## config.mk

```make
export PLATFORM = sky130hd
export DESIGN_NAME = rspg_top
export DESIGN_NICKNAME = d
export VERILOG_FILES = /design/src/rspg_pkg.sv /design/src/rspg_top.sv
export SDC_FILE = /design/constraint.sdc
export NUM_CORES = 1
export LEC_CHECK = 0
export ABC_AREA = 1
export BUFFER_PORTS_ARGS = -buffer_cell sky130_fd_sc_hd__buf_2
export CORE_ASPECT_RATIO = 0.6
export CORE_MARGIN = 5
export CORE_UTILIZATION = 25
export DETAILED_ROUTE_END_ITERATION = 12
export REMOVE_ABC_BUFFERS = 1
export SLEW_MARGIN = 20
export SYNTH_ARGS = -nofsm -noshare
export SYNTH_HDL_FRONTEND = slang
export SYNTH_SLANG_ARGS = --single-unit
export TNS_END_PERCENT = 10
```

## constraint.sdc

```tcl
create_clock -name CORE_CLK_I -period 1.9 [get_ports CORE_CLK_I]
set_input_delay 0.285 -clock CORE_CLK_I [delete_from_list [all_inputs] [get_ports CORE_CLK_I]]
set_output_delay 0.285 -clock CORE_CLK_I [all_outputs]
set_load 0.005 [all_outputs]
```

## src/rspg_pkg.sv

```systemverilog
package rspg_pkg;

	// ---------------------------------------------------------------
	// Register map
	// ---------------------------------------------------------------
	localparam logic [3:0] RSPG_ADDR_STATUS = 4'h0;
	localparam logic [3:0] RSPG_ADDR_CTRL   = 4'h1;
	localparam logic [3:0] RSPG_ADDR_POWER  = 4'h2;
	localparam logic [3:0] RSPG_ADDR_SCAN   = 4'h3;

	// Reset status flag positions
	localparam int RSPG_FLAG_POR  = 0;
	localparam int RSPG_FLAG_EXT  = 1;
	localparam int RSPG_FLAG_BOD  = 2;
	localparam int RSPG_FLAG_WDT  = 3;
	localparam int RSPG_FLAG_SCAN = 4;
	localparam int RSPG_NUM_SRC   = 5;

	// Control register bit positions
	localparam int RSPG_CTRL_SCAN_DIS = 7;
	localparam int RSPG_CTRL_ADC_EN   = 0;
	localparam int RSPG_CTRL_ACMP_EN  = 1;
	localparam int RSPG_CTRL_ACMP_BG  = 2;
	localparam int RSPG_CTRL_WDT_EN   = 3;

	localparam logic [7:0] RSPG_CTRL_RESET   = 8'h00;
	localparam logic [4:0] RSPG_FLAGS_RESET  = 5'h00;

	// ---------------------------------------------------------------
	// Timing
	// ---------------------------------------------------------------
	localparam int RSPG_CLK_MHZ        = 50;
	localparam int RSPG_EXT_MIN_NS     = 1500;
	// Least time rounds up
	localparam int RSPG_EXT_MIN_CYC    =
		(RSPG_EXT_MIN_NS * RSPG_CLK_MHZ + 999) / 1000;
	localparam int RSPG_TOUT_W         = 24;

	// ---------------------------------------------------------------
	// Sleep modes (encoding supplied from outside)
	// ---------------------------------------------------------------
	typedef enum logic [5:0] {
		RSPG_SLP_IDLE = 6'h01,
		RSPG_SLP_ADCN = 6'h02,
		RSPG_SLP_PDN  = 6'h04,
		RSPG_SLP_PSV  = 6'h08,
		RSPG_SLP_SBY  = 6'h10,
		RSPG_SLP_XSBY = 6'h20
	} rspg_slp_t;

	typedef enum logic [2:0] {
		RSPG_ST_HOLD = 3'b001,
		RSPG_ST_WAIT = 3'b010,
		RSPG_ST_RUN  = 3'b100
	} rspg_st_t;

	// Power gating outputs travel together
	typedef struct packed {
		logic adc_pwr;
		logic adc_extended;
		logic acmp_pwr;
		logic vref_pwr;
		logic bod_pwr;
		logic wdt_pwr;
		logic in_buf_en;
		logic wake_in_en;
		logic main_clk_keep;
		logic scan_en;
	} rspg_pwr_t;

	// Bus request from software
	typedef struct packed {
		logic [3:0] addr;
		logic [7:0] wdata;
		logic       wr;
		logic       rd;
	} rspg_bus_t;

	typedef struct packed {
		rspg_st_t                 st;
		logic [RSPG_TOUT_W-1:0]   cnt;
		logic [15:0]              ext_cnt;
		logic                     ext_act;
		logic [1:0]               req_sync;
		logic [4:0]               flags;
		logic [7:0]               ctrl;
		logic                     adc_was_off;
		logic                     adc_ext_pend;
		logic [7:0]               rdata;
		logic                     int_rst;
		logic                     port_init;
		rspg_pwr_t                pwr;
	} rspg_state_t;

	function automatic logic rspg_deep_sleep(input logic sleeping,
		input rspg_slp_t mode);
		return sleeping && (mode != RSPG_SLP_IDLE) &&
			(mode != RSPG_SLP_ADCN);
	endfunction

endpackage

```

## src/rspg_top.sv

```systemverilog
// The register offsets and strobed register access were decided locally.
`timescale 1ns/10ps

// What this block does
// - An enabled converter stays powered in every sleep mode.
// - First conversion after converter re-enable is flagged as extended.
// - Comparator is switched off in sleep modes deeper than idle/noise.
// - Comparator on internal reference keeps that reference powered always.
// - Reference is powered when detector, comparator or converter need it.
// - Fuse-enabled brown-out detector stays active in all sleep modes.
// - Enabled watchdog keeps running in all sleep modes.
// - Input buffers off when both I/O and converter clocks stop.
// - Wake-up pins keep input logic enabled during such sleep.
// - Debug fuse keeps main clock running in power-down/power-save.
// - Scan port off by software disable bit or unprogrammed fuse.
// - Scan data out undriven while enabled and not shifting.
// - Reset loads I/O registers; fetch starts at reset vector after.
// - Ports go to initial state at once on any reset source.
// - After sources release, delay counter stretches internal reset.
// - Five reset sources; power-on asserts below its threshold.
// - Low reset pin beyond minimum pulse length causes external reset.
// - Watchdog expiry with watchdog enabled causes watchdog reset.
// - Brown-out reset only while detector enabled and supply low.
// - Scan reset register at one holds the core in reset.
// - Each source sets its flag; software clears by writing zero.
// - Watchdog reset lasts until expiry falls or held reset clears the enable bit; time-out starts after it.
module rspg_top
	import rspg_pkg::*;
#(
	parameter int TOUT_CYCLES = 65536,
	parameter int EXT_MIN_CYC = RSPG_EXT_MIN_CYC
) (
	input  wire logic       CORE_CLK_I,
	input  wire logic       RST_N_I,
	input  wire logic       POWER_ON_LOW_I,
	input  wire logic       RESET_PIN_N_I,
	input  wire logic       WDT_EXPIRE_I,
	input  wire logic       BROWNOUT_LOW_I,
	input  wire logic       SCAN_RESET_REG_I,
	input  wire logic       BROWNOUT_DETECTOR_FUSE_ENABLE_I,
	input  wire logic       ONCHIP_DEBUG_FUSE_ENABLE_I,
	input  wire logic       SCAN_PORT_FUSE_ENABLE_I,
	input  wire logic [RSPG_TOUT_W-1:0] CLOCK_SELECT_TOUT_I,
	input  wire logic       SLEEP_I,
	input  wire logic [5:0] SLEEP_MODE_I,
	input  wire logic       SCAN_SHIFT_I,
	input  wire logic       SCAN_TDO_I,
	input  wire logic [3:0] ADDR_I,
	input  wire logic [7:0] WDATA_I,
	input  wire logic       WR_I,
	input  wire logic       RD_I,
	output logic      [7:0] RDATA_O,
	output logic            INT_RESET_O,
	output logic            PORT_INIT_O,
	output logic            FETCH_VECTOR_O,
	output logic            ADC_PWR_O,
	output logic            ADC_EXTENDED_O,
	output logic            ACMP_PWR_O,
	output logic            VREF_PWR_O,
	output logic            BOD_PWR_O,
	output logic            WDT_PWR_O,
	output logic            IN_BUF_EN_O,
	output logic            WAKE_IN_EN_O,
	output logic            MAIN_CLK_KEEP_O,
	output logic            SCAN_EN_O,
	output logic            TDO_O,
	output logic            TDO_OE_N_O
);

	rspg_state_t s_q;
	rspg_state_t s_d;
	rspg_bus_t   bus;
	rspg_slp_t   mode;
	logic        deep;
	logic        clk_stop_all;
	logic        ext_low;
	logic        bod_rst;
	logic        wdt_pulse;
	logic [4:0]  src;
	logic        any_src;

	// ---------------------------------------------------------------
	// Helpers
	// ---------------------------------------------------------------
	// One decode point, so every register sees the same strobe rule
	function automatic logic wr_hit(
		input rspg_bus_t  b,
		input logic [3:0] a
	);
		return b.wr && (b.addr == a);
	endfunction

	// Gating for the next cycle; outputs land one cycle after sleep or fuse inputs, two after a register write
	function automatic rspg_pwr_t pwr_next(
		input logic [7:0] ctrl,
		input logic       ext_pend,
		input logic       sleeping,
		input rspg_slp_t  slp_mode,
		input logic       deep_slp,
		input logic       stop_all,
		input logic       bod_fuse,
		input logic       dbg_fuse,
		input logic       scan_fuse
	);
		rspg_pwr_t p;
		logic      adc_on;
		logic      acmp_on;
		logic      acmp_ref;
		logic      osc_mode;
		p        = '0;
		adc_on   = ctrl[RSPG_CTRL_ADC_EN];
		acmp_on  = ctrl[RSPG_CTRL_ACMP_EN];
		acmp_ref = acmp_on & ctrl[RSPG_CTRL_ACMP_BG];
		// Modes in which the main oscillator runs anyway
		osc_mode = (slp_mode == RSPG_SLP_IDLE) |
			(slp_mode == RSPG_SLP_ADCN) |
			(slp_mode == RSPG_SLP_SBY) |
			(slp_mode == RSPG_SLP_XSBY);

		// Never gated by sleep; software must switch it off itself
		p.adc_pwr       = adc_on;
		p.adc_extended  = ext_pend;
		// Comparator drops in deep sleep even when on the reference;
		// only the reference stays up on its behalf
		p.acmp_pwr      = acmp_on & ~deep_slp;
		p.vref_pwr      = bod_fuse | acmp_ref | adc_on;
		p.bod_pwr       = bod_fuse;
		p.wdt_pwr       = ctrl[RSPG_CTRL_WDT_EN];
		p.in_buf_en     = ~stop_all;
		// Which pins wake the core is chosen outside, so this stays open
		p.wake_in_en    = 1'b1;
		// Debug keeps the oscillator alive at the price of sleep current
		p.main_clk_keep = ~sleeping | osc_mode | dbg_fuse;
		p.scan_en       = scan_fuse & ~ctrl[RSPG_CTRL_SCAN_DIS];
		return p;
	endfunction

	// Read view; unmapped offsets read as zero
	function automatic logic [7:0] reg_view(
		input rspg_state_t s,
		input logic [3:0]  a
	);
		logic [7:0] v;
		v = 8'h00;
		unique case (a)
			RSPG_ADDR_STATUS: v = {3'h0, s.flags};
			RSPG_ADDR_CTRL:   v = s.ctrl;
			RSPG_ADDR_POWER:  v = {s.pwr.scan_en, s.pwr.in_buf_en,
				s.pwr.wdt_pwr, s.pwr.bod_pwr, s.pwr.vref_pwr,
				s.pwr.acmp_pwr, s.pwr.adc_extended, s.pwr.adc_pwr};
			RSPG_ADDR_SCAN:   v = {5'h00, s.st};
			default:          v = 8'h00;
		endcase
		return v;
	endfunction

	// Image loaded by the core reset; the sync starts asserted so that
	// no release is seen before the first real sample of the sources
	localparam rspg_state_t RSPG_STATE_RESET = '{
		st:           RSPG_ST_HOLD,
		cnt:          '0,
		ext_cnt:      '0,
		ext_act:      1'b0,
		req_sync:     2'b11,
		flags:        RSPG_FLAGS_RESET,
		ctrl:         RSPG_CTRL_RESET,
		adc_was_off:  1'b1,
		adc_ext_pend: 1'b0,
		rdata:        8'h00,
		int_rst:      1'b1,
		port_init:    1'b1,
		pwr:          '0
	};

	assign bus  = '{addr: ADDR_I, wdata: WDATA_I, wr: WR_I, rd: RD_I};
	assign mode = rspg_slp_t'(SLEEP_MODE_I);

	// ---------------------------------------------------------------
	// Reset sources
	// ---------------------------------------------------------------
	assign ext_low   = ~RESET_PIN_N_I;
	assign bod_rst   = BROWNOUT_LOW_I & BROWNOUT_DETECTOR_FUSE_ENABLE_I;
	// Expiry only counts while the watchdog is enabled
	assign wdt_pulse = WDT_EXPIRE_I & s_q.ctrl[RSPG_CTRL_WDT_EN];

	always_comb begin
		src = '0;
		src[RSPG_FLAG_POR]  = POWER_ON_LOW_I;
		src[RSPG_FLAG_EXT]  = s_q.ext_act;
		src[RSPG_FLAG_BOD]  = bod_rst;
		src[RSPG_FLAG_WDT]  = wdt_pulse;
		src[RSPG_FLAG_SCAN] = SCAN_RESET_REG_I;
	end

	assign any_src = |src;

	// ---------------------------------------------------------------
	// Sleep classification
	// ---------------------------------------------------------------
	assign deep = rspg_deep_sleep(SLEEP_I, mode);
	// Every mode but idle and noise reduction stops both clocks
	assign clk_stop_all = deep;

	// ---------------------------------------------------------------
	// Next state
	// ---------------------------------------------------------------
	always_comb begin
		s_d = s_q;

		// -----------------------------------------------------------
		// Pin filter
		// -----------------------------------------------------------
		// Only a low held past the minimum counts; short glitches never
		// reach the sequencer
		if (ext_low) begin
			if (s_q.ext_cnt >= 16'(EXT_MIN_CYC))
				s_d.ext_act = 1'b1;
			else
				s_d.ext_cnt = s_q.ext_cnt + 16'h0001;
		end else begin
			s_d.ext_cnt = '0;
			s_d.ext_act = 1'b0;
		end

		// -----------------------------------------------------------
		// Reset sequencing
		// -----------------------------------------------------------
		s_d.req_sync = {s_q.req_sync[0], any_src};

		unique case (s_q.st)
			RSPG_ST_HOLD: begin
				s_d.int_rst = 1'b1;
				if (!s_q.req_sync[1]) begin
					s_d.st  = RSPG_ST_WAIT;
					s_d.cnt = CLOCK_SELECT_TOUT_I;
				end
			end
			RSPG_ST_WAIT: begin
				if (s_q.req_sync[1])
					s_d.st = RSPG_ST_HOLD;
				else if (s_q.cnt == '0) begin
					s_d.st      = RSPG_ST_RUN;
					s_d.int_rst = 1'b0;
				end else
					s_d.cnt = s_q.cnt - 24'h000001;
			end
			RSPG_ST_RUN: begin
				if (s_q.req_sync[1]) begin
					s_d.st      = RSPG_ST_HOLD;
					s_d.int_rst = 1'b1;
				end
			end
			default: begin
				s_d.st      = RSPG_ST_HOLD;
				s_d.int_rst = 1'b1;
			end
		endcase

		// -----------------------------------------------------------
		// Status and control
		// -----------------------------------------------------------
		// Software write: zero clears a flag; a set in the same cycle wins
		if (wr_hit(bus, RSPG_ADDR_STATUS))
			s_d.flags = s_q.flags & bus.wdata[4:0];
		if (wr_hit(bus, RSPG_ADDR_CTRL))
			s_d.ctrl = bus.wdata;
		// Power-on clears the other flags, keeps its own set
		if (POWER_ON_LOW_I)
			s_d.flags = 5'(1 << RSPG_FLAG_POR);
		else
			s_d.flags = s_d.flags | src;

		// Converter re-enable arms an extended first conversion
		s_d.adc_was_off = ~s_d.ctrl[RSPG_CTRL_ADC_EN];
		if (s_q.adc_was_off && s_d.ctrl[RSPG_CTRL_ADC_EN])
			s_d.adc_ext_pend = 1'b1;
		else if (!s_d.ctrl[RSPG_CTRL_ADC_EN])
			s_d.adc_ext_pend = 1'b0;
		if (wr_hit(bus, RSPG_ADDR_SCAN) && bus.wdata[0])
			s_d.adc_ext_pend = 1'b0;

		// -----------------------------------------------------------
		// Power gating and read port
		// -----------------------------------------------------------
		s_d.pwr   = pwr_next(s_q.ctrl, s_q.adc_ext_pend, SLEEP_I, mode,
			deep, clk_stop_all, BROWNOUT_DETECTOR_FUSE_ENABLE_I,
			ONCHIP_DEBUG_FUSE_ENABLE_I, SCAN_PORT_FUSE_ENABLE_I);
		// Zero outside the answer cycle keeps the bus quiet
		s_d.rdata = bus.rd ? reg_view(s_q, bus.addr) : 8'h00;

		// While reset is held, the controls return to their initial values
		if (s_q.int_rst) begin
			s_d.ctrl = RSPG_CTRL_RESET;
		end
		s_d.port_init = s_d.int_rst;
	end

	always_ff @(posedge CORE_CLK_I) begin
		if (!RST_N_I) begin
			s_q <= RSPG_STATE_RESET;
		end else begin
			s_q <= s_d;
		end
	end

	// ---------------------------------------------------------------
	// Outputs
	// ---------------------------------------------------------------
	assign RDATA_O         = s_q.rdata;
	assign INT_RESET_O     = s_q.int_rst;
	// Combinational path so ports reset without waiting for any edge
	assign PORT_INIT_O     = any_src | s_q.port_init;
	assign FETCH_VECTOR_O  = s_q.st == RSPG_ST_WAIT &&
		s_q.cnt == '0 && !s_q.req_sync[1];
	assign ADC_PWR_O       = s_q.pwr.adc_pwr;
	assign ADC_EXTENDED_O  = s_q.pwr.adc_extended;
	assign ACMP_PWR_O      = s_q.pwr.acmp_pwr;
	assign VREF_PWR_O      = s_q.pwr.vref_pwr;
	assign BOD_PWR_O       = s_q.pwr.bod_pwr;
	assign WDT_PWR_O       = s_q.pwr.wdt_pwr;
	assign IN_BUF_EN_O     = s_q.pwr.in_buf_en;
	assign WAKE_IN_EN_O    = s_q.pwr.wake_in_en;
	assign MAIN_CLK_KEEP_O = s_q.pwr.main_clk_keep;
	assign SCAN_EN_O       = s_q.pwr.scan_en;
	assign TDO_O           = SCAN_TDO_I;
	// Driven only while enabled and shifting
	assign TDO_OE_N_O      = ~(s_q.pwr.scan_en & SCAN_SHIFT_I);

endmodule

```

==> results by group <==
Timing
  – Worst slew margin: about three fifths
  – RSZ-0062 raised after global routing: yes
  – Final Setup Violations: 1
  – Worst setup margin: -4.318 ps
  – Fmax: 525.1 MHz
  – Period utilisation layout: 100.2%
  – WHS: 170.4 ps
  – Worst-Margin Slew: between 500 and 600 ps
  – Tmin final: about 1900 ps
  – Clk_skew: 7.910 ps
  – Final Max Slew Viols: 0
  – Final hold vios: 0

Yosys
  – Post-synth EDFFs: 0
  – Post-synthesis register bit count: 80
  – Syn Area/Cell: 6.745 sq um
  – Top post-synthesis cells by count: 129 x nand2_1, 85 x nor2_1, 80 x dfxtp_1, 80 x inv_1, 47 x o21ai_0
  – Biggest area consumer among synthesized cells: dfxtp_1
  – Seq/Total Area, Yosys: ~40%
  – Distinct cells, synth: 34
  – Synth top area share: about two fifths
  – Synth warn: 0
  – Share of flip-flops with an asynchronous set or reset: 0%
  – Top-count cell post-synth: nand2_1
  – Top cells by area, synth: dfxtp_1 40%, nand2_1 12%, nor2_1 8.0%
  – Cells after synthesis: about 590
  – Synth Cell Area: a little under 4000 sq um
  – Top FF cell, synth: dfxtp_1

Die
  – Core ar.: ~15,000 sq um
  – Starting Density: approximately a quarter
  – Die area: about 19,000 sq um
  – Boundary Pins: 80
  – Row count: 35
  – Die Wd: 172.6 microns
  – Die height: approximately 110 microns

Worst setup path
  – Critical path origin: s_q[54]
  – CP Depth: 9
  – CP Launch Type: flop
  – Worst-path cell chain: inv_2 > ha_4 > inv_2 > nor2_2 > nand2_1 > nor2_2 > nand3_2 > nor3_2 > buf_2
  – Req. time, crit path: 1620 ps
  – Buf+Inv Stages, Crit Path: 3
  – CP Class: flop to output pin
  – Crit path DAT: around 1600 ps
  – CP Max Fanout: 4
  – Reg2reg end: s_q[55]
  – Cell family with most CP delay: simple AND/OR/NAND/NOR gates
  – R2r setup slk: roughly 150 ps
  – Nature of the critical path endpoint: output pin
  – Biggest cell delay along the critical path: between 300 and 400 ps
  – Crit Reg-Reg Startpoint: s_q[54]
  – Worst Reg-to-Reg Cells: 13
  – Critical Path Slowest Stage Cell: dfxtp_2
  – Crit path to: FETCH_VECTOR_O

Run
  – Max Cap Viol: 0

Routing
  – WL per Instance: 12.60 microns
  – Via density: 4.406
  – # DRC: 0
  – DR vias: around 3,900
  – Total wire length: roughly 11 mm
  – DR iter-0 viols: 215
  – Length of the first detailed-routing pass in iterations: 5
  – DRT antenna net count: 0

Clocking
  – Worst-skew pair later-pin latency: 330 ps
  – CTS Hold Buffers Added: 0
  – TritonCTS clock tree: yes
  – H-tree Lvls: 3
  – CTS sink cnt: 80
  – Max clock buf depth: 2
  – Worst-path clk slew: about 70 ps
  – Root Driver: clkbuf_16
  – CTS buffer count: 9

GRT
  – Gr usage total: a little under an eighth
  – Vias in the first global route: about 3,500
  – Grt total ovfl: 0
  – Largest net degree at the start of global routing: 36
  – Initial antenna violation count: 0
  – First-pass GRT wire length: 18.19 mm

Placed design
  – IO buf count: 77
  – DP HPWL: around 8.4 mm
  – Area after DPL: between 4000 and 5000 sq um
  – RD Place Congestion: 0.8321

Final layout
  – Util after Layout: a little under a third
  – Layout cells sized above 1: approximately a fifth
  – Diode count: 0
  – Fin area: between 4000 and 5000 sq um
  – Final net count: ~730
  – Layout area overhead: 23.79%

Power and ir drop
  – Maximum VDD drop: ~0.36 mV
  – Static Leak: about 2.3 nW
  – PD cells: approximately 800 nW/um^2
  – Total chip power: approximately 3.9 mW

Outcome
  – Failing checks: negative setup slack
  – Status: finished, violations left

Worst hold path
  – HP Class: input port to flop
==> kinds of logic after synthesis <==
family	share of synthesized area, %
adders and majority gates	0.9465
xor gates and xnor gates	1.325
AOI/OAI and AO/OA	13.44
DFF	40.38
buffers and inverters	11.74
and+or+nand+nor	31.17
muxes	1.010
==> layout by cell type (no fill, tap or decap), types with 2 or more instances in the layout <==
cell type / Yosys / final
a21oi_1: 42 / 41
a21oi_2: 2 / 3
a221oi_1: 3 / 3
a31oi_1: 2 / 2
buf_2: 4 / 77
buf_4: 11 / 14
clkbuf_16: 0 / 9
clkinv_1: 3 / 3
dfxtp_1: 80 / 78
dfxtp_2: 0 / 2
ha_1: 3 / 2
inv_1: 80 / 77
inv_2: 1 / 2
inv_4: 1 / 3
inv_6: 0 / 2
mux2i_1: 4 / 4
nand2_1: 129 / 129
nand2_4: 2 / 2
nand3_1: 35 / 35
nand4_1: 6 / 6
nor2_1: 85 / 81
nor2_2: 0 / 4
nor3_1: 12 / 11
o2111ai_1: 2 / 2
o21ai_0: 47 / 43
o21ai_1: 0 / 4
or2_2: 13 / 13
xor2_1: 5 / 5
==> power breakdown <==
group	switching, mW	internal (mW)
logic	0.291	0.191
clock network	0.740	0.940
registers	0.0259	1.71
==> worst min path at each step <==
| stage | slack, ps | end | cells after the start | start |
|---|---|---|---|---|
| 3_5_place_dp | 410 | s_q[36] | 1 | s_d[36] |
| 2_1_floorplan | 310 | WAKE_IN_EN_O | 0 | RST_N_I |
| 5_1_grt | 170 | SCAN_EN_O | 3 | SCAN_PORT_FUSE_ENABLE_I |
| 4_1_cts | 150 | SCAN_EN_O | 3 | SCAN_PORT_FUSE_ENABLE_I |
| 6_report | 170 | SCAN_EN_O | 3 | SCAN_PORT_FUSE_ENABLE_I |
| 3_3_place_gp | 400 | s_q[36] | 1 | s_d[36] |
==> stage by stage <==
step | TNS [ps] | instances | setup slack [ps]
final | -4.318 | 877 | -4.318
after global routing | -143.7 | 877 | -139.9
after CTS | 0 | 877 | 3.704
after detailed placement | 0 | 860 | 137.7
after global placement | 0 | 860 | 151.5
after floorplan | -3285 | 566 | -188.4
==> worst register-to-register path, stage by stage (launching register included) <==
cell	delay, ps
dfxtp_2	340
inv_2	90
ha_4	130
inv_2	30
nor2_2	80
nand2_1	60
nor2_2	140
nand3_2	100
buf_4	160
nand2_4	60
nand2_4	60
buf_8	160
o21ai_0	170
nor2_1	50
==> state kept, by name, summed over array words and instances, names as in the netlist <==
signal,count
ADC_PWR_O,1
MAIN_CLK_KEEP_O,1
WDT_PWR_O,1
ADC_EXTENDED_O,1
BOD_PWR_O,1
IN_BUF_EN_O,1
WAKE_IN_EN_O,1
RDATA_O,8
SCAN_EN_O,1
ACMP_PWR_O,1
s_q,58
s_d,4
VREF_PWR_O,1
==> routing by layer <==
layer	track usage, %	routed length, microns
met1	18.33	5995
met2	16.29	4291
met3	3.650	692
met4	2.374	67
met5	0	0
==> repair_timing <==
item	4_1_cts	5_1_grt
setup buffers	1	0
resized for setup	3	19
pin swaps	0	4
setup endpoints to repair	1	26
==> area by class of cell <==
class,count,area (sq um)
fillers,1724,10550
multi-input cells,401,1931
flip-flops and latches,80,1604
repair buffers,92,505.5
inverters,85,326.6
well taps,203,254.0
clock buffers,10,239.0
clock inverters,6,50.05
Note: power is estimated with default switching activity, not from simulation.
